`config.mk`:
```
export PLATFORM = sky130hd
export DESIGN_NAME = vcm_top
export DESIGN_NICKNAME = d
export VERILOG_FILES = /design/src/rtl/vcm_pkg.sv /design/src/rtl/vcm_stream_if.sv /design/src/rtl/vcm_fifo.sv /design/src/rtl/vcm_chan_codec.sv /design/src/rtl/vcm_top.sv
export SDC_FILE = /design/constraint.sdc
export NUM_CORES = 1
export LEC_CHECK = 0
export ABC_CLOCK_PERIOD_IN_PS = 4700
export BUFFER_PORTS_ARGS = -buffer_cell sky130_fd_sc_hd__buf_2
export CORE_UTILIZATION = 30
export DETAILED_ROUTE_END_ITERATION = 8
export HOLD_SLACK_MARGIN = 0.1
export PLACE_DENSITY = 0.55
export SLEW_MARGIN = 20
export SYNTH_ARGS = -nofsm -noshare
export SYNTH_HDL_FRONTEND = slang
export SYNTH_HIERARCHICAL = 1
export SYNTH_SLANG_ARGS = --single-unit
```
`constraint.sdc`:
```
create_clock -name sys_clk -period 4.7 [get_ports sys_clk]
set_input_delay 0.235 -clock sys_clk [delete_from_list [all_inputs] [get_ports sys_clk]]
set_output_delay 0.235 -clock sys_clk [all_outputs]
set_load 0.02 [all_outputs]
```
`src/rtl/vcm_pkg.sv`:
```
// Shared constants for the voice channel mux and monitoring block.
package vcm_pkg;
    // Sample and gain widths.
    localparam int VCM_SAMPLE_W = 16;
    localparam int VCM_GAIN_W = 6;
    // Data format field codes.
    localparam logic [1:0] VCM_FMT_ALAW = 2'h0;
    localparam logic [1:0] VCM_FMT_MULAW = 2'h1;
    localparam logic [1:0] VCM_FMT_LIN8 = 2'h2;
    localparam logic [1:0] VCM_FMT_LIN16 = 2'h3;
    // Transmit channel source codes.
    localparam logic [1:0] VCM_TXSRC_CODEC = 2'h0;
    localparam logic [1:0] VCM_TXSRC_SUM = 2'h1;
    localparam logic [1:0] VCM_TXSRC_OPP = 2'h2;
    localparam logic [1:0] VCM_TXSRC_IDLE = 2'h3;
    // Codec receive source codes.
    localparam logic [1:0] VCM_RXSRC_ONE = 2'h0;
    localparam logic [1:0] VCM_RXSRC_TWO = 2'h1;
    localparam logic [1:0] VCM_RXSRC_SUM = 2'h2;
    localparam logic [1:0] VCM_RXSRC_IDLE = 2'h3;
    // Idle codes per format.
    localparam logic [7:0] VCM_IDLE_ALAW = 8'h55;
    localparam logic [7:0] VCM_IDLE_MULAW = 8'hFF;
    localparam logic [15:0] VCM_IDLE_LIN = 16'h0000;
    // Gains are attenuation codes in half-decibel steps (code 0 is 0 dB).
    localparam logic [5:0] VCM_GAIN_0DB = 6'h00;
    localparam logic [5:0] VCM_LSPK_MON_LOW = 6'h13;
    localparam logic [5:0] VCM_LSPK_MON_HIGH = 6'h2B;
    // Reset values and FIFO depth.
    localparam logic [15:0] VCM_RST_SAMPLE = 16'h0000;
    localparam int VCM_FIFO_DEPTH = 16;
endpackage

```
`src/rtl/vcm_stream_if.sv`:
```
// Valid/ready sample stream between the block's own modules.
`timescale 1ns/100ps
interface vcm_stream_if #(parameter int WIDTH = 16);
    logic [WIDTH-1:0] data;
    logic valid;
    logic ready;
    modport src (output data, output valid, input ready);
    modport snk (input data, input valid, output ready);
endinterface

```
`src/rtl/vcm_fifo.sv`:
```
// Synchronous FIFO with valid/ready on both sides.
`timescale 1ns/100ps
module vcm_fifo #(
    parameter int WIDTH = 16,
    parameter int DEPTH = 16
) (
    input wire logic sys_clk, // System clock.
    input wire logic rst_n, // Asynchronous reset, active low.
    vcm_stream_if.snk wr, // Filling side.
    vcm_stream_if.src rd // Draining side.
);
    localparam int AW = $clog2(DEPTH);
    initial begin
        if (DEPTH < 2 || (1 << AW) != DEPTH || WIDTH < 1) begin
            $error("vcm_fifo: DEPTH must be a power of two, at least 2");
        end
    end
    logic [WIDTH-1:0] mem_q [DEPTH];
    logic [AW:0] wp_q, wp_d, rp_q, rp_d;
    logic push, pop;
    // Full and empty come straight from the pointers, one spare bit apart.
    always_comb begin
        wr.ready = (wp_q[AW] == rp_q[AW]) || (wp_q[AW-1:0] != rp_q[AW-1:0]);
        rd.valid = (wp_q != rp_q);
        rd.data = mem_q[rp_q[AW-1:0]];
        push = wr.valid && wr.ready;
        pop = rd.valid && rd.ready;
        wp_d = push ? wp_q + 1'b1 : wp_q;
        rp_d = pop ? rp_q + 1'b1 : rp_q;
    end
    // Pointers reset; storage needs no reset since empty hides it.
    always_ff @(posedge sys_clk or negedge rst_n) begin
        if (!rst_n) begin
            wp_q <= '0;
            rp_q <= '0;
        end else begin
            wp_q <= wp_d;
            rp_q <= rp_d;
        end
    end
    always_ff @(posedge sys_clk) begin
        if (push) begin
            mem_q[wp_q[AW-1:0]] <= wr.data;
        end
    end
endmodule

```
`src/rtl/vcm_chan_codec.sv`:
```
// Per-channel format conversion and masking, receive and transmit.
`timescale 1ns/100ps
module vcm_chan_codec
    import vcm_pkg::*;
(
    input wire logic [15:0] rx_word, // Received channel word.
    input wire logic [1:0] rx_format, // Receive format field.
    input wire logic [1:0] linear8_select, // Bit0 transmit, bit1 receive.
    input wire logic [7:0] mask_value, // Channel mask.
    input wire logic [15:0] tx_linear, // Linear sample to send.
    input wire logic tx_idle, // Send the idle code instead.
    output logic [15:0] rx_linear, // Decoded linear receive sample.
    output logic [15:0] tx_word // Encoded transmit word.
);
    logic [1:0] rx_fmt, tx_fmt;
    logic [7:0] rx_byte, tx_byte;

    function automatic logic [7:0] law_enc(input logic [15:0] s,
                                           input logic mu);
        logic neg;
        logic [16:0] mag;
        logic [13:0] m;
        logic [2:0] seg;
        logic [3:0] mant;
        neg = s[15];
        mag = neg ? 17'h10000 - {1'b0, s} : {1'b0, s};
        seg = 3'h0;
        if (mu) begin
            m = (mag[15:2] > 14'h1FDE) ? 14'h1FFF : mag[15:2] + 14'h0021;
            for (int k = 1; k < 8; k++) begin
                if (m >= (14'h0020 << k)) seg = 3'(k);
            end
            // Widened shift so the top segment does not wrap to no shift.
            mant = 4'(m >> ({1'b0, seg} + 4'h1));
            law_enc = ~{neg, seg, mant};
        end else begin
            m = (mag > 17'h0FFFF) ? 14'h0FFF : {2'h0, mag[15:4]};
            for (int k = 1; k < 8; k++) begin
                if (m >= (14'h0010 << k)) seg = 3'(k);
            end
            mant = (seg == 3'h0) ? 4'(m >> 1) : 4'(m >> seg);
            law_enc = {~neg, seg, mant} ^ 8'h55;
        end
    endfunction

    function automatic logic [15:0] law_dec(input logic [7:0] c,
                                            input logic mu);
        logic [7:0] v;
        logic [15:0] mag;
        logic neg;
        v = mu ? ~c : c ^ 8'h55;
        if (mu) begin
            neg = v[7];
            mag = 16'(((({12'h0, v[3:0]} << 1) + 16'h0021) << v[6:4])
                      - 16'h0021) << 2;
        end else begin
            neg = !v[7];
            if (v[6:4] == 3'h0) begin
                mag = ({12'h0, v[3:0]} << 1) + 16'h0001;
            end else begin
                mag = 16'((({12'h0, v[3:0]} << 1) + 16'h0021)
                          << (v[6:4] - 3'h1));
            end
            mag = mag << 4;
        end
        law_dec = neg ? 16'h0000 - mag : mag;
    endfunction

    // The 8-bit linear selects override the field per direction.
    always_comb begin
        rx_fmt = linear8_select[1] ? VCM_FMT_LIN8 : rx_format;
        tx_fmt = linear8_select[0] ? VCM_FMT_LIN8 : rx_format;
        // Receive: mask the raw byte, then expand it.
        rx_byte = rx_word[7:0] ^ mask_value;
        unique case (rx_fmt)
            VCM_FMT_ALAW: rx_linear = law_dec(rx_byte, 1'b0);
            VCM_FMT_MULAW: rx_linear = law_dec(rx_byte, 1'b1);
            VCM_FMT_LIN8: rx_linear = {rx_byte, 8'h00};
            VCM_FMT_LIN16: rx_linear = rx_word;
        endcase
        // Transmit: compress, then mask; idle codes are sent unmasked.
        unique case (tx_fmt)
            VCM_FMT_ALAW: tx_byte = tx_idle ? VCM_IDLE_ALAW
                                            : law_enc(tx_linear, 1'b0);
            VCM_FMT_MULAW: tx_byte = tx_idle ? VCM_IDLE_MULAW
                                             : law_enc(tx_linear, 1'b1);
            VCM_FMT_LIN8: tx_byte = tx_idle ? VCM_IDLE_LIN[15:8]
                                            : tx_linear[15:8];
            VCM_FMT_LIN16: tx_byte = 8'h00;
        endcase
        if (tx_fmt == VCM_FMT_LIN16) begin
            tx_word = tx_idle ? VCM_IDLE_LIN : tx_linear;
        end else if (tx_idle) begin
            tx_word = {8'h00, tx_byte};
        end else begin
            tx_word = {8'h00, tx_byte ^ mask_value};
        end
    end
endmodule

```
`src/rtl/vcm_top.sv`:
```
// Voice channel source selection, formats and controlled monitoring.
`timescale 1ns/100ps
// Functional notes
// - Controlled monitoring acts only while speakerphone mode is also on.
// - Controlled monitoring pins the receive attenuation stage at 0 dB.
// - In transmit mode the loudspeaker drops to -9.5 or -21.5 dB.
// - Handset keeps its normal receive; transmit acts as in speakerphone.
// - Loudspeaker setting already at or below -9.5 dB is left alone.
// - Sidetone tap select set moves the tap after the attenuation stage.
// - Transmit source: codec, codec plus opposite receive, opposite, idle.
// - Codec receive source: channel one, channel two, both summed, idle.
// - A disabled transmit channel is not driven.
// - Receive format field picks A-law, mu-law, 8-bit or 16-bit linear.
// - 8-bit linear may be chosen separately for transmit and receive.
// - 8-bit formats are masked in both directions by the channel mask, transmit idle codes excepted.
module vcm_top
    import vcm_pkg::*;
#(
    parameter int FIFO_DEPTH = VCM_FIFO_DEPTH
) (
    input wire logic sys_clk, // System clock, 125 MHz.
    input wire logic rst_n, // Asynchronous reset, active low.
    input wire logic frame_tick, // One pulse per voice frame.
    input wire logic controlled_monitor_enable, // Monitoring mode request.
    input wire logic speakerphone_enable, // Speakerphone mode on.
    input wire logic monitor_attenuation_select, // 0: -9.5 dB, 1: -21.5 dB.
    input wire logic atten_tx_mode, // Attenuation control in transmit.
    input wire logic [5:0] atten_ctrl_gain, // Receive gain from control.
    input wire logic [5:0] loudspeaker_gain_setting, // Programmed level.
    input wire logic sidetone_tap_select, // 1: tap after attenuation.
    input wire logic [1:0] tx_chan_one_source, // Channel one source.
    input wire logic [1:0] tx_chan_two_source, // Channel two source.
    input wire logic [1:0] rx_source_select, // Codec receive source.
    input wire logic tx_chan_one_enable, // Channel one transmit on.
    input wire logic tx_chan_two_enable, // Channel two transmit on.
    input wire logic [3:0] rx_chan_one_atten, // 6 dB steps.
    input wire logic [3:0] rx_chan_two_atten, // 6 dB steps.
    input wire logic [1:0] rx_chan_one_format, // Channel one format.
    input wire logic [1:0] rx_chan_two_format, // Channel two format.
    input wire logic [1:0] chan_one_linear8_select, // Bit0 tx, bit1 rx.
    input wire logic [1:0] chan_two_linear8_select, // Bit0 tx, bit1 rx.
    input wire logic [7:0] chan_one_mask_value, // Channel one mask.
    input wire logic [7:0] chan_two_mask_value, // Channel two mask.
    input wire logic [15:0] rx_chan_one, // Channel one receive word.
    input wire logic [15:0] rx_chan_two, // Channel two receive word.
    input wire logic [15:0] codec_tx_samples, // Linear codec transmit.
    input wire logic codec_rx_ready, // Codec path takes a sample.
    output logic [15:0] codec_rx_samples, // Linear codec receive.
    output logic codec_rx_valid, // Codec receive sample waiting.
    output logic rx_accept_ready, // Low when the receive FIFO is full.
    output logic [15:0] tx_chan_one, // Channel one transmit word.
    output logic [15:0] tx_chan_two, // Channel two transmit word.
    output logic tx_chan_one_oe_n, // Low while channel one is driven.
    output logic tx_chan_two_oe_n, // Low while channel two is driven.
    output logic [5:0] receive_attenuation_stage, // Receive stage gain.
    output logic [5:0] loudspeaker_amplifier, // Loudspeaker gain.
    output logic handset_rx_normal, // Handset gets plain receive signal.
    output logic tx_speakerphone_path, // Transmit uses speakerphone path.
    output logic sidetone_tap_after // Sidetone tapped after attenuation.
);
    initial begin
        if (FIFO_DEPTH < 2) begin
            $error("vcm_top: FIFO_DEPTH must be at least 2");
        end
    end

    vcm_stream_if #(.WIDTH(VCM_SAMPLE_W)) push_if ();
    vcm_stream_if #(.WIDTH(VCM_SAMPLE_W)) pop_if ();

    logic monitor_active;
    logic [5:0] rxg_d, rxg_q, lsg_d, lsg_q;
    logic hs_d, hs_q, txsp_d, txsp_q, st_d, st_q;
    logic [15:0] rx1_lin, rx2_lin, rx1_sc, rx2_sc;
    logic [15:0] sum_rx, tx1_lin, tx2_lin, tx1_word, tx2_word, rx_pick;
    logic tx1_idle, tx2_idle;
    logic [15:0] tx1_d, tx1_q, tx2_d, tx2_q;
    logic oe1_d, oe1_q, oe2_d, oe2_q;
    logic [15:0] push_d, push_q;
    logic pend_d, pend_q;

    // Saturating sum keeps a conference from wrapping on loud talkers.
    function automatic logic [15:0] sat_add(input logic [15:0] a,
                                            input logic [15:0] b);
        logic [16:0] s;
        s = {a[15], a} + {b[15], b};
        if (s[16] != s[15]) begin
            sat_add = s[16] ? 16'h8000 : 16'h7FFF;
        end else begin
            sat_add = s[15:0];
        end
    endfunction

    // Monitoring only counts while speakerphone mode is on as well.
    assign monitor_active = controlled_monitor_enable
                            && speakerphone_enable;

    // Gain and path controls, recomputed every cycle.
    always_comb begin
        rxg_d = monitor_active ? VCM_GAIN_0DB : atten_ctrl_gain;
        lsg_d = loudspeaker_gain_setting;
        // A setting already quiet enough is kept as it is.
        if (monitor_active && atten_tx_mode
            && loudspeaker_gain_setting < VCM_LSPK_MON_LOW) begin
            lsg_d = monitor_attenuation_select ? VCM_LSPK_MON_HIGH
                                               : VCM_LSPK_MON_LOW;
        end
        hs_d = !speakerphone_enable || monitor_active;
        txsp_d = speakerphone_enable;
        st_d = sidetone_tap_select;
    end

    always_ff @(posedge sys_clk or negedge rst_n) begin
        if (!rst_n) begin
            rxg_q <= VCM_GAIN_0DB;
            lsg_q <= VCM_GAIN_0DB;
            hs_q <= 1'b1;
            txsp_q <= 1'b0;
            st_q <= 1'b0;
        end else begin
            rxg_q <= rxg_d;
            lsg_q <= lsg_d;
            hs_q <= hs_d;
            txsp_q <= txsp_d;
            st_q <= st_d;
        end
    end

    assign receive_attenuation_stage = rxg_q;
    assign loudspeaker_amplifier = lsg_q;
    assign handset_rx_normal = hs_q;
    assign tx_speakerphone_path = txsp_q;
    assign sidetone_tap_after = st_q;

    // Channel format conversion and masking.
    vcm_chan_codec u_codec_one (
        .rx_word(rx_chan_one),
        .rx_format(rx_chan_one_format),
        .linear8_select(chan_one_linear8_select),
        .mask_value(chan_one_mask_value),
        .tx_linear(tx1_lin),
        .tx_idle(tx1_idle),
        .rx_linear(rx1_lin),
        .tx_word(tx1_word)
    );

    vcm_chan_codec u_codec_two (
        .rx_word(rx_chan_two),
        .rx_format(rx_chan_two_format),
        .linear8_select(chan_two_linear8_select),
        .mask_value(chan_two_mask_value),
        .tx_linear(tx2_lin),
        .tx_idle(tx2_idle),
        .rx_linear(rx2_lin),
        .tx_word(tx2_word)
    );

    // Source selection; each receive channel is scaled before any sum.
    always_comb begin
        rx1_sc = $signed(rx1_lin) >>> rx_chan_one_atten;
        rx2_sc = $signed(rx2_lin) >>> rx_chan_two_atten;
        sum_rx = sat_add(rx1_sc, rx2_sc);
        tx1_idle = (tx_chan_one_source == VCM_TXSRC_IDLE);
        tx2_idle = (tx_chan_two_source == VCM_TXSRC_IDLE);
        unique case (tx_chan_one_source)
            VCM_TXSRC_CODEC: tx1_lin = codec_tx_samples;
            VCM_TXSRC_SUM: tx1_lin = sat_add(codec_tx_samples, rx2_sc);
            VCM_TXSRC_OPP: tx1_lin = rx2_sc;
            VCM_TXSRC_IDLE: tx1_lin = VCM_IDLE_LIN;
        endcase
        unique case (tx_chan_two_source)
            VCM_TXSRC_CODEC: tx2_lin = codec_tx_samples;
            VCM_TXSRC_SUM: tx2_lin = sat_add(codec_tx_samples, rx1_sc);
            VCM_TXSRC_OPP: tx2_lin = rx1_sc;
            VCM_TXSRC_IDLE: tx2_lin = VCM_IDLE_LIN;
        endcase
        unique case (rx_source_select)
            VCM_RXSRC_ONE: rx_pick = rx1_sc;
            VCM_RXSRC_TWO: rx_pick = rx2_sc;
            VCM_RXSRC_SUM: rx_pick = sum_rx;
            VCM_RXSRC_IDLE: rx_pick = VCM_IDLE_LIN;
        endcase
    end

    // Frame-rate registers; a disabled channel releases its lines.
    always_comb begin
        tx1_d = tx1_q;
        tx2_d = tx2_q;
        oe1_d = oe1_q;
        oe2_d = oe2_q;
        push_d = push_q;
        pend_d = pend_q && !push_if.ready;
        if (frame_tick) begin
            oe1_d = !tx_chan_one_enable;
            oe2_d = !tx_chan_two_enable;
            tx1_d = tx_chan_one_enable ? tx1_word : VCM_RST_SAMPLE;
            tx2_d = tx_chan_two_enable ? tx2_word : VCM_RST_SAMPLE;
            // A sample offered to a full FIFO is replaced by the newer one.
            push_d = rx_pick;
            pend_d = 1'b1;
        end
    end

    always_ff @(posedge sys_clk or negedge rst_n) begin
        if (!rst_n) begin
            tx1_q <= VCM_RST_SAMPLE;
            tx2_q <= VCM_RST_SAMPLE;
            oe1_q <= 1'b1;
            oe2_q <= 1'b1;
            push_q <= VCM_RST_SAMPLE;
            pend_q <= 1'b0;
        end else begin
            tx1_q <= tx1_d;
            tx2_q <= tx2_d;
            oe1_q <= oe1_d;
            oe2_q <= oe2_d;
            push_q <= push_d;
            pend_q <= pend_d;
        end
    end

    assign tx_chan_one = tx1_q;
    assign tx_chan_two = tx2_q;
    assign tx_chan_one_oe_n = oe1_q;
    assign tx_chan_two_oe_n = oe2_q;

    // Receive samples queue toward the codec so it may stall briefly.
    assign push_if.data = push_q;
    assign push_if.valid = pend_q;
    assign rx_accept_ready = push_if.ready;
    assign pop_if.ready = codec_rx_ready;
    assign codec_rx_samples = pop_if.data;
    assign codec_rx_valid = pop_if.valid;

    vcm_fifo #(.WIDTH(VCM_SAMPLE_W), .DEPTH(FIFO_DEPTH)) u_rx_fifo (
        .sys_clk(sys_clk),
        .rst_n(rst_n),
        .wr(push_if),
        .rd(pop_if)
    );
endmodule

```
==> results_dict.tcl, run 1 <==
set metrics [dict create \
    fin_skew_ns 0.0329 \
    cp_data_arrival_time_ns 9.80 \
    p_per_area_nw_per_um2 465 \
    finalNetCount 3833 \
    hpwlAfterDp_mm 66.7 \
    drc 0 \
    max_freq_ghz 0.107 \
    dp_slack_ns -5.69 \
    grt_pass1_vias 24300 \
    critical_path_peak_fanout 8 \
    synth-edff-count 256 \
    setup-violations-final 48 \
    wl_per_cell_um 18.5 \
    dr.pass1.iters 6 \
    total_leakage_power_nw 15.6 \
    crit_path_max_incr_delay_ns 0.60 \
    floorplan.initialDensity_pct 30.3 \
    design.die.area_sq_um 85700 \
    average_footprint_of_a_synthesized_cell_sq_um 9.75 \
    buffers_on_ports 175 \
    grt.overflow.total 0 \
    antenna_left 0 \
    cp_delay_by_family_top "simple AND/OR/NAND/NOR gates" \
    worst-setup-path-type "input pin to flip-flop" \
    antenna_found_initial 5 \
    report.final.hold_viol_count 0 \
    post_route_cells_drive_above_1_share_pct 46.9 \
    grt_start_max_net_pins 47 \
    post_synth_inst_count 2599 \
    critPathSlowestCell "sky130_fd_sc_hd__or4_4" \
    finalSetupTns_ns -106.63 \
    std_cell_rows 106 \
    ys_seq_elements 332 \
    vias 24900 \
    hold_class "input pin to flip-flop" \
    mappedNetlistArea_sq_um 25300 \
    async_reset_ff_share_pct 22.9 \
    totalWireLength_mm 89.0 \
    root_buffer "sky130_fd_sc_hd__clkbuf_16" \
    synth_sequential_area_ratio_pct 37.8 \
    worst_path_buffer_plus_inverter_count 8 \
    setup_ws_ns -4.61 \
    core_region_area_sq_um 83700 \
    grt_setup_unrepaired "true" \
    area_growth_syn_to_layout_pct 52.8 \
    max-vdd-ir-drop_mv 0.260 \
    gr-usage-all-layers_pct 20.0 \
    first_pass_grt_wire_length_mm 136 \
    number_of_buffers_on_the_longest_clock_path 3 \
    cts_inserted_buffers 38 \
    dieWidth_um 293 \
    run_status "complete, but fails checks" \
    floorplan.die.height_um 293 \
    mappedNetlistNets 2788 \
    detailedRoute.firstIterationViolations 1546 \
    end_kind "flip-flop" \
    floorplan.io_pins 176 \
    drt-vias-per-instance 5.18 \
    timing.max_slew.rel_slack_pct 25.8 \
    critical_path_required_ns 5.19 \
    share_of_the_clock_period_used_by_the_worst_path_after_layout_pct 198 \
    pins_over_slew_limit 0 \
    ys.warnings.count 6 \
    synthFlopType "sky130_fd_sc_hd__edfxtp_1" \
    routabilityCongestion 0.929 \
    netlist_cell_types 113 \
    clk_transition_reported_paths_ns 0.07 \
    cts.htree.levels 2 \
    clock-sinks 332 \
    failing_checks "setup timing" \
    clk-insertion-delay-late_ns 0.57 \
    setup.worst_path.start_class "input pin" \
    clock_tree_from_tritoncts "done" \
    final_period_minus_worst_setup_slack_ns 9.31 \
    worst_slew_pin_slew_ns 1.11 \
    maxCapViolCount 0 \
]
[what timing repair did]
action	4_1_cts	5_1_grt
cloned	2	0
hold endpoints to repair	60	0
hold buffers	24	0
gates resized for setup	259	198
setup endpoints to repair	48	48
buffers inserted	77	65
pin swaps	103	113
[cell type report]
class                   instances  area, sq um
fillers                      7829        45000
multi-input cells            2014        17300
flip-flops and latches        332         9600
repair buffers               1156         8770
well taps                    1134         1420
clock buffers                  45          998
inverters                     102          407
clock inverters                24          240
diodes                          1         2.50
[cell usage after synthesis, types with 16 or more instances]
library cell	number	area share (%)
sky130_fd_sc_hd__nor2_1	245	3.6
sky130_fd_sc_hd__clkbuf_1	88	1.3
sky130_fd_sc_hd__and2_1	19	0.47
sky130_fd_sc_hd__o221ai_1	24	0.83
sky130_fd_sc_hd__edfxtp_1	256	30
sky130_fd_sc_hd__nor3_1	64	1.3
sky130_fd_sc_hd__inv_1	90	1.3
sky130_fd_sc_hd__nand2_1	183	2.7
sky130_fd_sc_hd__dfrtp_1	73	7.2
sky130_fd_sc_hd__a21o_1	18	0.53
sky130_fd_sc_hd__nand3_1	89	1.8
sky130_fd_sc_hd__a22oi_1	47	1.4
sky130_fd_sc_hd__a21oi_1	163	3.2
sky130_fd_sc_hd__a211oi_1	40	1.2
sky130_fd_sc_hd__mux4_2	77	6.8
sky130_fd_sc_hd__o22ai_1	62	1.5
sky130_fd_sc_hd__and3_1	31	0.77
sky130_fd_sc_hd__o21ai_0	188	3.7
sky130_fd_sc_hd__xnor2_1	103	3.6
sky130_fd_sc_hd__xor2_1	57	2.0
sky130_fd_sc_hd__nand4_1	16	0.39
sky130_fd_sc_hd__ha_1	77	3.8
sky130_fd_sc_hd__mux2i_1	84	3.3
sky130_fd_sc_hd__nand2b_1	25	0.62
sky130_fd_sc_hd__buf_2	35	0.69
sky130_fd_sc_hd__mux2_2	20	0.89
sky130_fd_sc_hd__nor2b_1	17	0.42
sky130_fd_sc_hd__o21a_1	30	0.89
sky130_fd_sc_hd__a31oi_1	31	0.77
[power breakdown]
| group | internal (mW) | switching (mW) |
|---|---|---|
| Sequential | 3.71 | 0.410 |
| Combinational | 5.36 | 5.60 |
| Clock | 1.71 | 1.24 |
| Total | 10.8 | 7.25 |
[cells in the final DEF, fill, tap and decap left out, drive strengths merged, types with 18 or more instances in the layout]
master       instances
a31oi               33
mux4                77
dlygate4sd3         24
a22oi               47
xor2                61
o21ai              203
dfrtp               73
and3                34
o22ai               63
inv                 99
o21a                30
xnor2              106
mux2                24
clkinv              21
nand2b              25
nor3                66
and2                22
ha                  77
buf               1132
nand2              184
a21o                18
a211oi              41
o221ai              24
nand3               89
nor2               247
mux2i               84
a21oi              166
clkbuf              45
edfxtp             256
[path summary, 6_finish.rpt]
| path | startpoint | to | slack (ns) | cells past startpoint |
|---|---|---|---|---|
| max in group asynchronous | rst_n | tx_chan_two[6]$_DFFE_PN0P_ | 3.32 | 3 |
| hold / removal | chan_one_linear8_select[0] | tx_chan_one[7]$_DFFE_PN0P_ | 0.14 | 4 |
| hold reg to reg | tx_chan_one_oe_n$_DFFE_PN1P_ | tx_chan_one_oe_n$_DFFE_PN1P_ | 0.49 | 2 |
| min in group asynchronous | rst_n | u_rx_fifo/rp_q[2]$_DFFE_PN0P_ | 0.29 | 2 |
| setup reg to reg | u_rx_fifo/rp_q[1]$_DFFE_PN0P_ | u_rx_fifo/mem_q[9][14]$_DFFE_PP_ | 1.78 | 4 |
| setup / recovery | rx_chan_one[4] | tx_chan_two[2]$_DFFE_PN0P_ | -4.61 | 47 |
[metrics by stage]
stage          hold slack, ns  cells  util [%]  area [sq um]  power (mW)
2_1_floorplan         -0.0606   2599         -         26400        9.70
3_3_place_gp            0.253   4578      40.7         34000        13.6
3_5_place_dp            0.257   4578      40.7         34000        13.6
4_1_cts                 0.114   4747      44.6         37300        17.5
5_1_grt                 0.159   4807      46.3         38700        19.1
6_report                0.142   4808      46.3         38700        18.0
[flip-flops by register name, summed over array words and instances (netlist names), 5 cells and up]
register	count
loudspeaker_amplifier	6
push_if.data	16
receive_attenuation_stage	6
tx_chan_one	16
tx_chan_two	16
u_rx_fifo/mem_q	256
u_rx_fifo/rp_q	5
u_rx_fifo/wp_q	5
[metal layers]
layer | GRT usage [%] | vias up | wire [um]
li1 | - | 12000 | -
met1 | 26.9 | 12100 | 40200
met2 | 33.5 | 592 | 42400
met3 | 2.61 | 139 | 3990
met4 | 5.70 | 4 | 2370
met5 | 0 | - | 34
[cell families after synthesis]
logic type / count (synthesis) / share of synthesized area, %
AND/OR/NAND/NOR: 791 / 15.4
AO/OA/AOI/OAI: 790 / 21.1
flip-flops: 332 / 37.8
buffers and inverters: 254 / 4.43
multiplexers: 185 / 11.3
XOR/XNOR: 167 / 5.98
adder cells (fa/ha/maj): 80 / 4.04
[worst register-to-register path: stages (launching register included)]
cell,delay [ns]
sky130_fd_sc_hd__dfrtp_4,0.85
sky130_fd_sc_hd__xnor2_1,0.19
sky130_fd_sc_hd__nand4_2,0.31
sky130_fd_sc_hd__o21ai_0,0.27
sky130_fd_sc_hd__nor2_2,0.91
Note: power is estimated with default switching activity, not from simulation.
==> inputs of run 2 (changes only) <==
--- a/config.mk
+++ b/config.mk
@@ -6,13 +6,14 @@
 export NUM_CORES = 1
 export LEC_CHECK = 0
 export ABC_CLOCK_PERIOD_IN_PS = 4700
-export BUFFER_PORTS_ARGS = -buffer_cell sky130_fd_sc_hd__buf_2
-export CORE_UTILIZATION = 30
+export BUFFER_PORTS_ARGS = -buffer_cell sky130_fd_sc_hd__buf_4
+export CORE_UTILIZATION = 65
 export DETAILED_ROUTE_END_ITERATION = 8
 export HOLD_SLACK_MARGIN = 0.1
-export PLACE_DENSITY = 0.55
+export PLACE_DENSITY = 0.95
 export SLEW_MARGIN = 20
 export SYNTH_ARGS = -nofsm -noshare
 export SYNTH_HDL_FRONTEND = slang
 export SYNTH_HIERARCHICAL = 1
 export SYNTH_SLANG_ARGS = --single-unit
+export TNS_END_PERCENT = 1
==> results_dict.tcl, run 2 <==
set metrics [dict create \
    yosys.cell_count.top_type "sky130_fd_sc_hd__edfxtp_1" \
    floorplan.die.height_um 199 \
    cts.htree.levels 1 \
    grt.overflow.total 1838 \
    synth.area.top_cells "sky130_fd_sc_hd__edfxtp_1 (30%), sky130_fd_sc_hd__dfrtp_1 (7.2%), sky130_fd_sc_hd__mux4_2 (6.8%), sky130_fd_sc_hd__ha_1 (3.8%), sky130_fd_sc_hd__o21ai_0 (3.7%)" \
    clock-sinks 332 \
    gr-usage-all-layers_pct 97.4 \
    floorplan.initialDensity_pct 66.7 \
    routabilityCongestion 1.14 \
    post_synth_inst_count 2599 \
    average_footprint_of_a_synthesized_cell_sq_um 9.75 \
    buffers_on_ports 175 \
    cts_inserted_buffers 30 \
    synth_top_area_share_pct 30.3 \
    floorplan.io_pins 176 \
    grt_start_max_net_pins 82 \
    root_buffer "sky130_fd_sc_hd__clkbuf_16" \
    first_pass_grt_wire_length_mm 286 \
    dieWidth_um 199 \
    async_reset_ff_share_pct 22.9 \
    synthFlopType "sky130_fd_sc_hd__edfxtp_1" \
    error "[ERROR GRT-0116] Global routing finished with congestion. Check the congestion regions in the DRC Viewer." \
    std_cell_rows 71 \
    cell_taking_the_most_area_after_synthesis "sky130_fd_sc_hd__edfxtp_1" \
    mappedNetlistArea_sq_um 25300 \
    hpwlAfterDp_mm 78.4 \
    netlist_cell_types 113 \
    synth_top_cells_by_count "sky130_fd_sc_hd__edfxtp_1 (256), sky130_fd_sc_hd__nor2_1 (245), sky130_fd_sc_hd__o21ai_0 (188)" \
    grt_pass1_vias 40800 \
    mappedNetlistNets 2788 \
    number_of_buffers_on_the_longest_clock_path 3 \
    lastStage "global routing (5_1_grt)" \
    ys_seq_elements 332 \
    post-place-cells 3921 \
    synth-edff-count 256 \
    synth_sequential_area_ratio_pct 37.8 \
    run_status "aborted with a tool error" \
    ys.warnings.count 6 \
]
run 2: cell counts after synthesis:
No cell type changed its count.
run 2: per-stage QoR:
step                area, sq um  setup WS, ns  hold slack, ns  TNS [ns]
floorplan                 25800         -4.72         -0.0606   -112.27
global placement          32900         -5.14           0.344   -136.33
detailed placement        32900         -6.20           0.357   -171.96
CTS                       35900         -4.77           0.105   -120.38
run 2: timing repair:
item,4_1_cts
pin swaps,120
endpoints found under the hold margin,122
hold buffers,23
resized for setup,263
endpoints found under the setup margin,48
setup buffers,60
run 2: metal layers:
layer	global-route usage [%]	overflow
met5	71.6	14
met1	92.5	151
met2	110	1056
met3	88.0	128
met4	105	489
run 2: cells by family after synthesis:
group,count (synthesis),synth area share (%)
fa+ha+maj,80,4.04
buf+inv,254,4.43
mux,185,11.3
compound gates,790,21.1
xor+xnor,167,5.98
flops,332,37.8
simple gates,791,15.4
==> inputs of run 3 (changes only) <==
--- a/config.mk
+++ b/config.mk
@@ -7,10 +7,9 @@
 export LEC_CHECK = 0
 export ABC_CLOCK_PERIOD_IN_PS = 4700
 export BUFFER_PORTS_ARGS = -buffer_cell sky130_fd_sc_hd__buf_4
-export CORE_UTILIZATION = 65
+export CORE_UTILIZATION = 40
 export DETAILED_ROUTE_END_ITERATION = 8
-export HOLD_SLACK_MARGIN = 0.1
-export PLACE_DENSITY = 0.95
+export PLACE_DENSITY_LB_ADDON = 0.15
 export SLEW_MARGIN = 20
 export SYNTH_ARGS = -nofsm -noshare
 export SYNTH_HDL_FRONTEND = slang
==> results_dict.tcl, run 3 (synthesis results as in run 1) <==
set metrics [dict create \
    holdPathStages 3 \
    setup-violations-final 48 \
    critical_path_peak_fanout 8 \
    maxCapViolCount 0 \
    floorplan.initialDensity_pct 40.8 \
    clock_tree_from_tritoncts "done" \
    critical_path_required_ns 5.08 \
    crit_path_max_incr_delay_ns 0.64 \
    buffers_on_ports 175 \
    fillCellCount 5378 \
    number_of_buffers_on_the_longest_clock_path 3 \
    std_cell_rows 91 \
    total_power_mw 17.4 \
    vias 25100 \
    finalSetupTns_ns -119.88 \
    setup_ws_ns -4.89 \
    wl_per_cell_um 20.1 \
    share_of_the_clock_period_used_by_the_worst_path_after_layout_pct 204 \
    worst_hold_path.endpoint "u_rx_fifo/rp_q[2]$_DFFE_PN0P_" \
    dp_slack_ns -6.23 \
    floorplan.die.height_um 254 \
    critPathSlowestCell "sky130_fd_sc_hd__or4b_2" \
    totalWireLength_mm 89.5 \
    routabilityCongestion 0.973 \
    power_switching_mw 6.91 \
    first_pass_grt_wire_length_mm 138 \
    pwr-share-clk_pct 16.2 \
    end_kind "flip-flop" \
    dieWidth_um 254 \
    run_status "complete, but fails checks" \
    cts.htree.levels 2 \
    root_buffer "sky130_fd_sc_hd__clkbuf_16" \
    gr-usage-all-layers_pct 27.2 \
    failing_checks "setup timing" \
    r2r-end "u_rx_fifo/mem_q[6][1]$_DFFE_PP_" \
    timing.rr.start "u_rx_fifo/rp_q[0]$_DFFE_PN0P_" \
    grt_start_max_net_pins 82 \
    fin_skew_ns 0.0191 \
    pins_over_slew_limit 0 \
    leading_cell_types_in_the_layout_fill_and_taps_excluded "sky130_fd_sc_hd__buf_4 (1,036), sky130_fd_sc_hd__edfxtp_1 (256), sky130_fd_sc_hd__nor2_1 (236), sky130_fd_sc_hd__nand2_1 (178), sky130_fd_sc_hd__o21ai_0 (153)" \
    drc 0 \
    finalNetCount 3769 \
    detailedRoute.firstIterationViolations 1731 \
    final_period_minus_worst_setup_slack_ns 9.59 \
    antenna_found_initial 2 \
    dr.pass1.iters 7 \
    core_region_area_sq_um 62200 \
    hpwlAfterDp_mm 67.9 \
    report.final.hold_viol_count 0 \
    design.die.area_sq_um 64400 \
    antenna_left 0 \
    p_per_area_nw_per_um2 471 \
    switching_share_pct 39.7 \
    mostFrequentLayoutCell "sky130_fd_sc_hd__buf_4" \
    hold_class "input pin to flip-flop" \
    timing.max_slew.rel_slack_pct 30.2 \
    cts_inserted_buffers 34 \
    max_freq_ghz 0.104 \
    share_comb_of_total_power_pct 59.9 \
    post_layout_nonfiller_instances 4444 \
    grt_pass1_vias 24900 \
    worst-setup-path-type "input pin to flip-flop" \
    area_growth_syn_to_layout_pct 45.7 \
    setup.worst_path.start_class "input pin" \
    grt.overflow.total 0 \
    largest_register_ffs 256 \
    floorplan.io_pins 176 \
    grt_setup_unrepaired "true" \
    clk_transition_reported_paths_ns 0.07 \
    critical-path-top-cell-by-count "sky130_fd_sc_hd__buf_4" \
    intPower_mw 10.5 \
    worstRegToRegCells 5 \
    pwr-share-seq_pct 24.0 \
    drt-vias-per-instance 5.65 \
    max-vdd-ir-drop_mv 0.299 \
    rrSetupSlack_ns 1.93 \
    clk-insertion-delay-late_ns 0.52 \
    post_route_cells_drive_above_1_share_pct 42.6 \
    hold_path_startpoint "codec_rx_ready" \
    worst_slew_pin_slew_ns 1.05 \
    cp_data_arrival_time_ns 9.97 \
    clock-sinks 332 \
    post-place-cells 4289 \
    total_leakage_power_nw 15.2 \
]
-- run 3: worst max-delay path: cells and delay by family --
family | cells | cell delay [ns]
multiplexers | 4 | 1.05
XOR/XNOR | 3 | 0.67
AND/OR/NAND/NOR | 13 | 3.10
adder cells (fa/ha/maj) | 3 | 0.51
buffers and inverters | 10 | 1.34
AO/OA/AOI/OAI | 17 | 3.03
-- run 3: power by group through the flow --
stage                     sequential (mW)  clock [mW]  combinational [mW]
after floorplan                      3.99           0                5.45
after global placement               4.19           0                9.36
after detailed placement             4.24           0                9.47
after CTS                            4.18        2.86                10.1
after global routing                 4.23        2.96                11.2
final                                4.17        2.81                10.4
-- run 3: how the worst max path moves through the flow --
stage	start	end	cells past startpoint	slack [ns]
after floorplan	rx_chan_one[6]	tx_chan_two[2]$_DFFE_PN0P_	48	-4.72
after global placement	rx_chan_two[5]	tx_chan_one[3]$_DFFE_PN0P_	48	-6.09
after detailed placement	rx_chan_two[5]	tx_chan_one[3]$_DFFE_PN0P_	49	-6.23
after CTS	chan_two_mask_value[4]	tx_chan_one[2]$_DFFE_PN0P_	46	-4.69
after global routing	chan_one_mask_value[4]	tx_chan_two[1]$_DFFE_PN0P_	49	-5.44
final	chan_one_mask_value[4]	tx_chan_two[1]$_DFFE_PN0P_	50	-4.89
-- run 3: per-layer routing --
metal	global-route usage [%]	part of all wire, %	wire length (um)	vias up
met4	6.64	2.2	1950	0
met1	37.3	44	39400	12300
met2	46.3	49	43400	780
li1	-	-	-	11900
met3	2.46	5.3	4730	116
met5	0	0	0	-
-- run 3: layout make-up --
class | count | area, sq um | area share (%)
multi-input cells | 2013 | 16200 | 43.8
flip-flops and latches | 332 | 9600 | 26.0
repair buffers | 1097 | 8540 | 23.1
well taps | 837 | 1050 | 2.84
clock buffers | 44 | 930 | 2.52
inverters | 102 | 393 | 1.06
clock inverters | 17 | 228 | 0.617
diodes | 2 | 5.00 | 0.0136
-- run 3: what timing repair did --
item	CTS	global route
pin swaps	99	42
endpoints found under the hold margin	88	0
setup endpoints to repair	48	48
setup buffers	63	12
hold buffers	19	0
resized for setup	201	76
-- run 3: per-stage QoR --
stage	hold WS (ns)	util (%)	area [sq um]
CTS	0.0264	58.6	36500
global route	0.0610	59.4	36900
detailed placement	0.346	54.2	33700
floorplan	-0.0606	-	25800
finish	0.0421	59.4	36900
global placement	0.346	54.2	33700
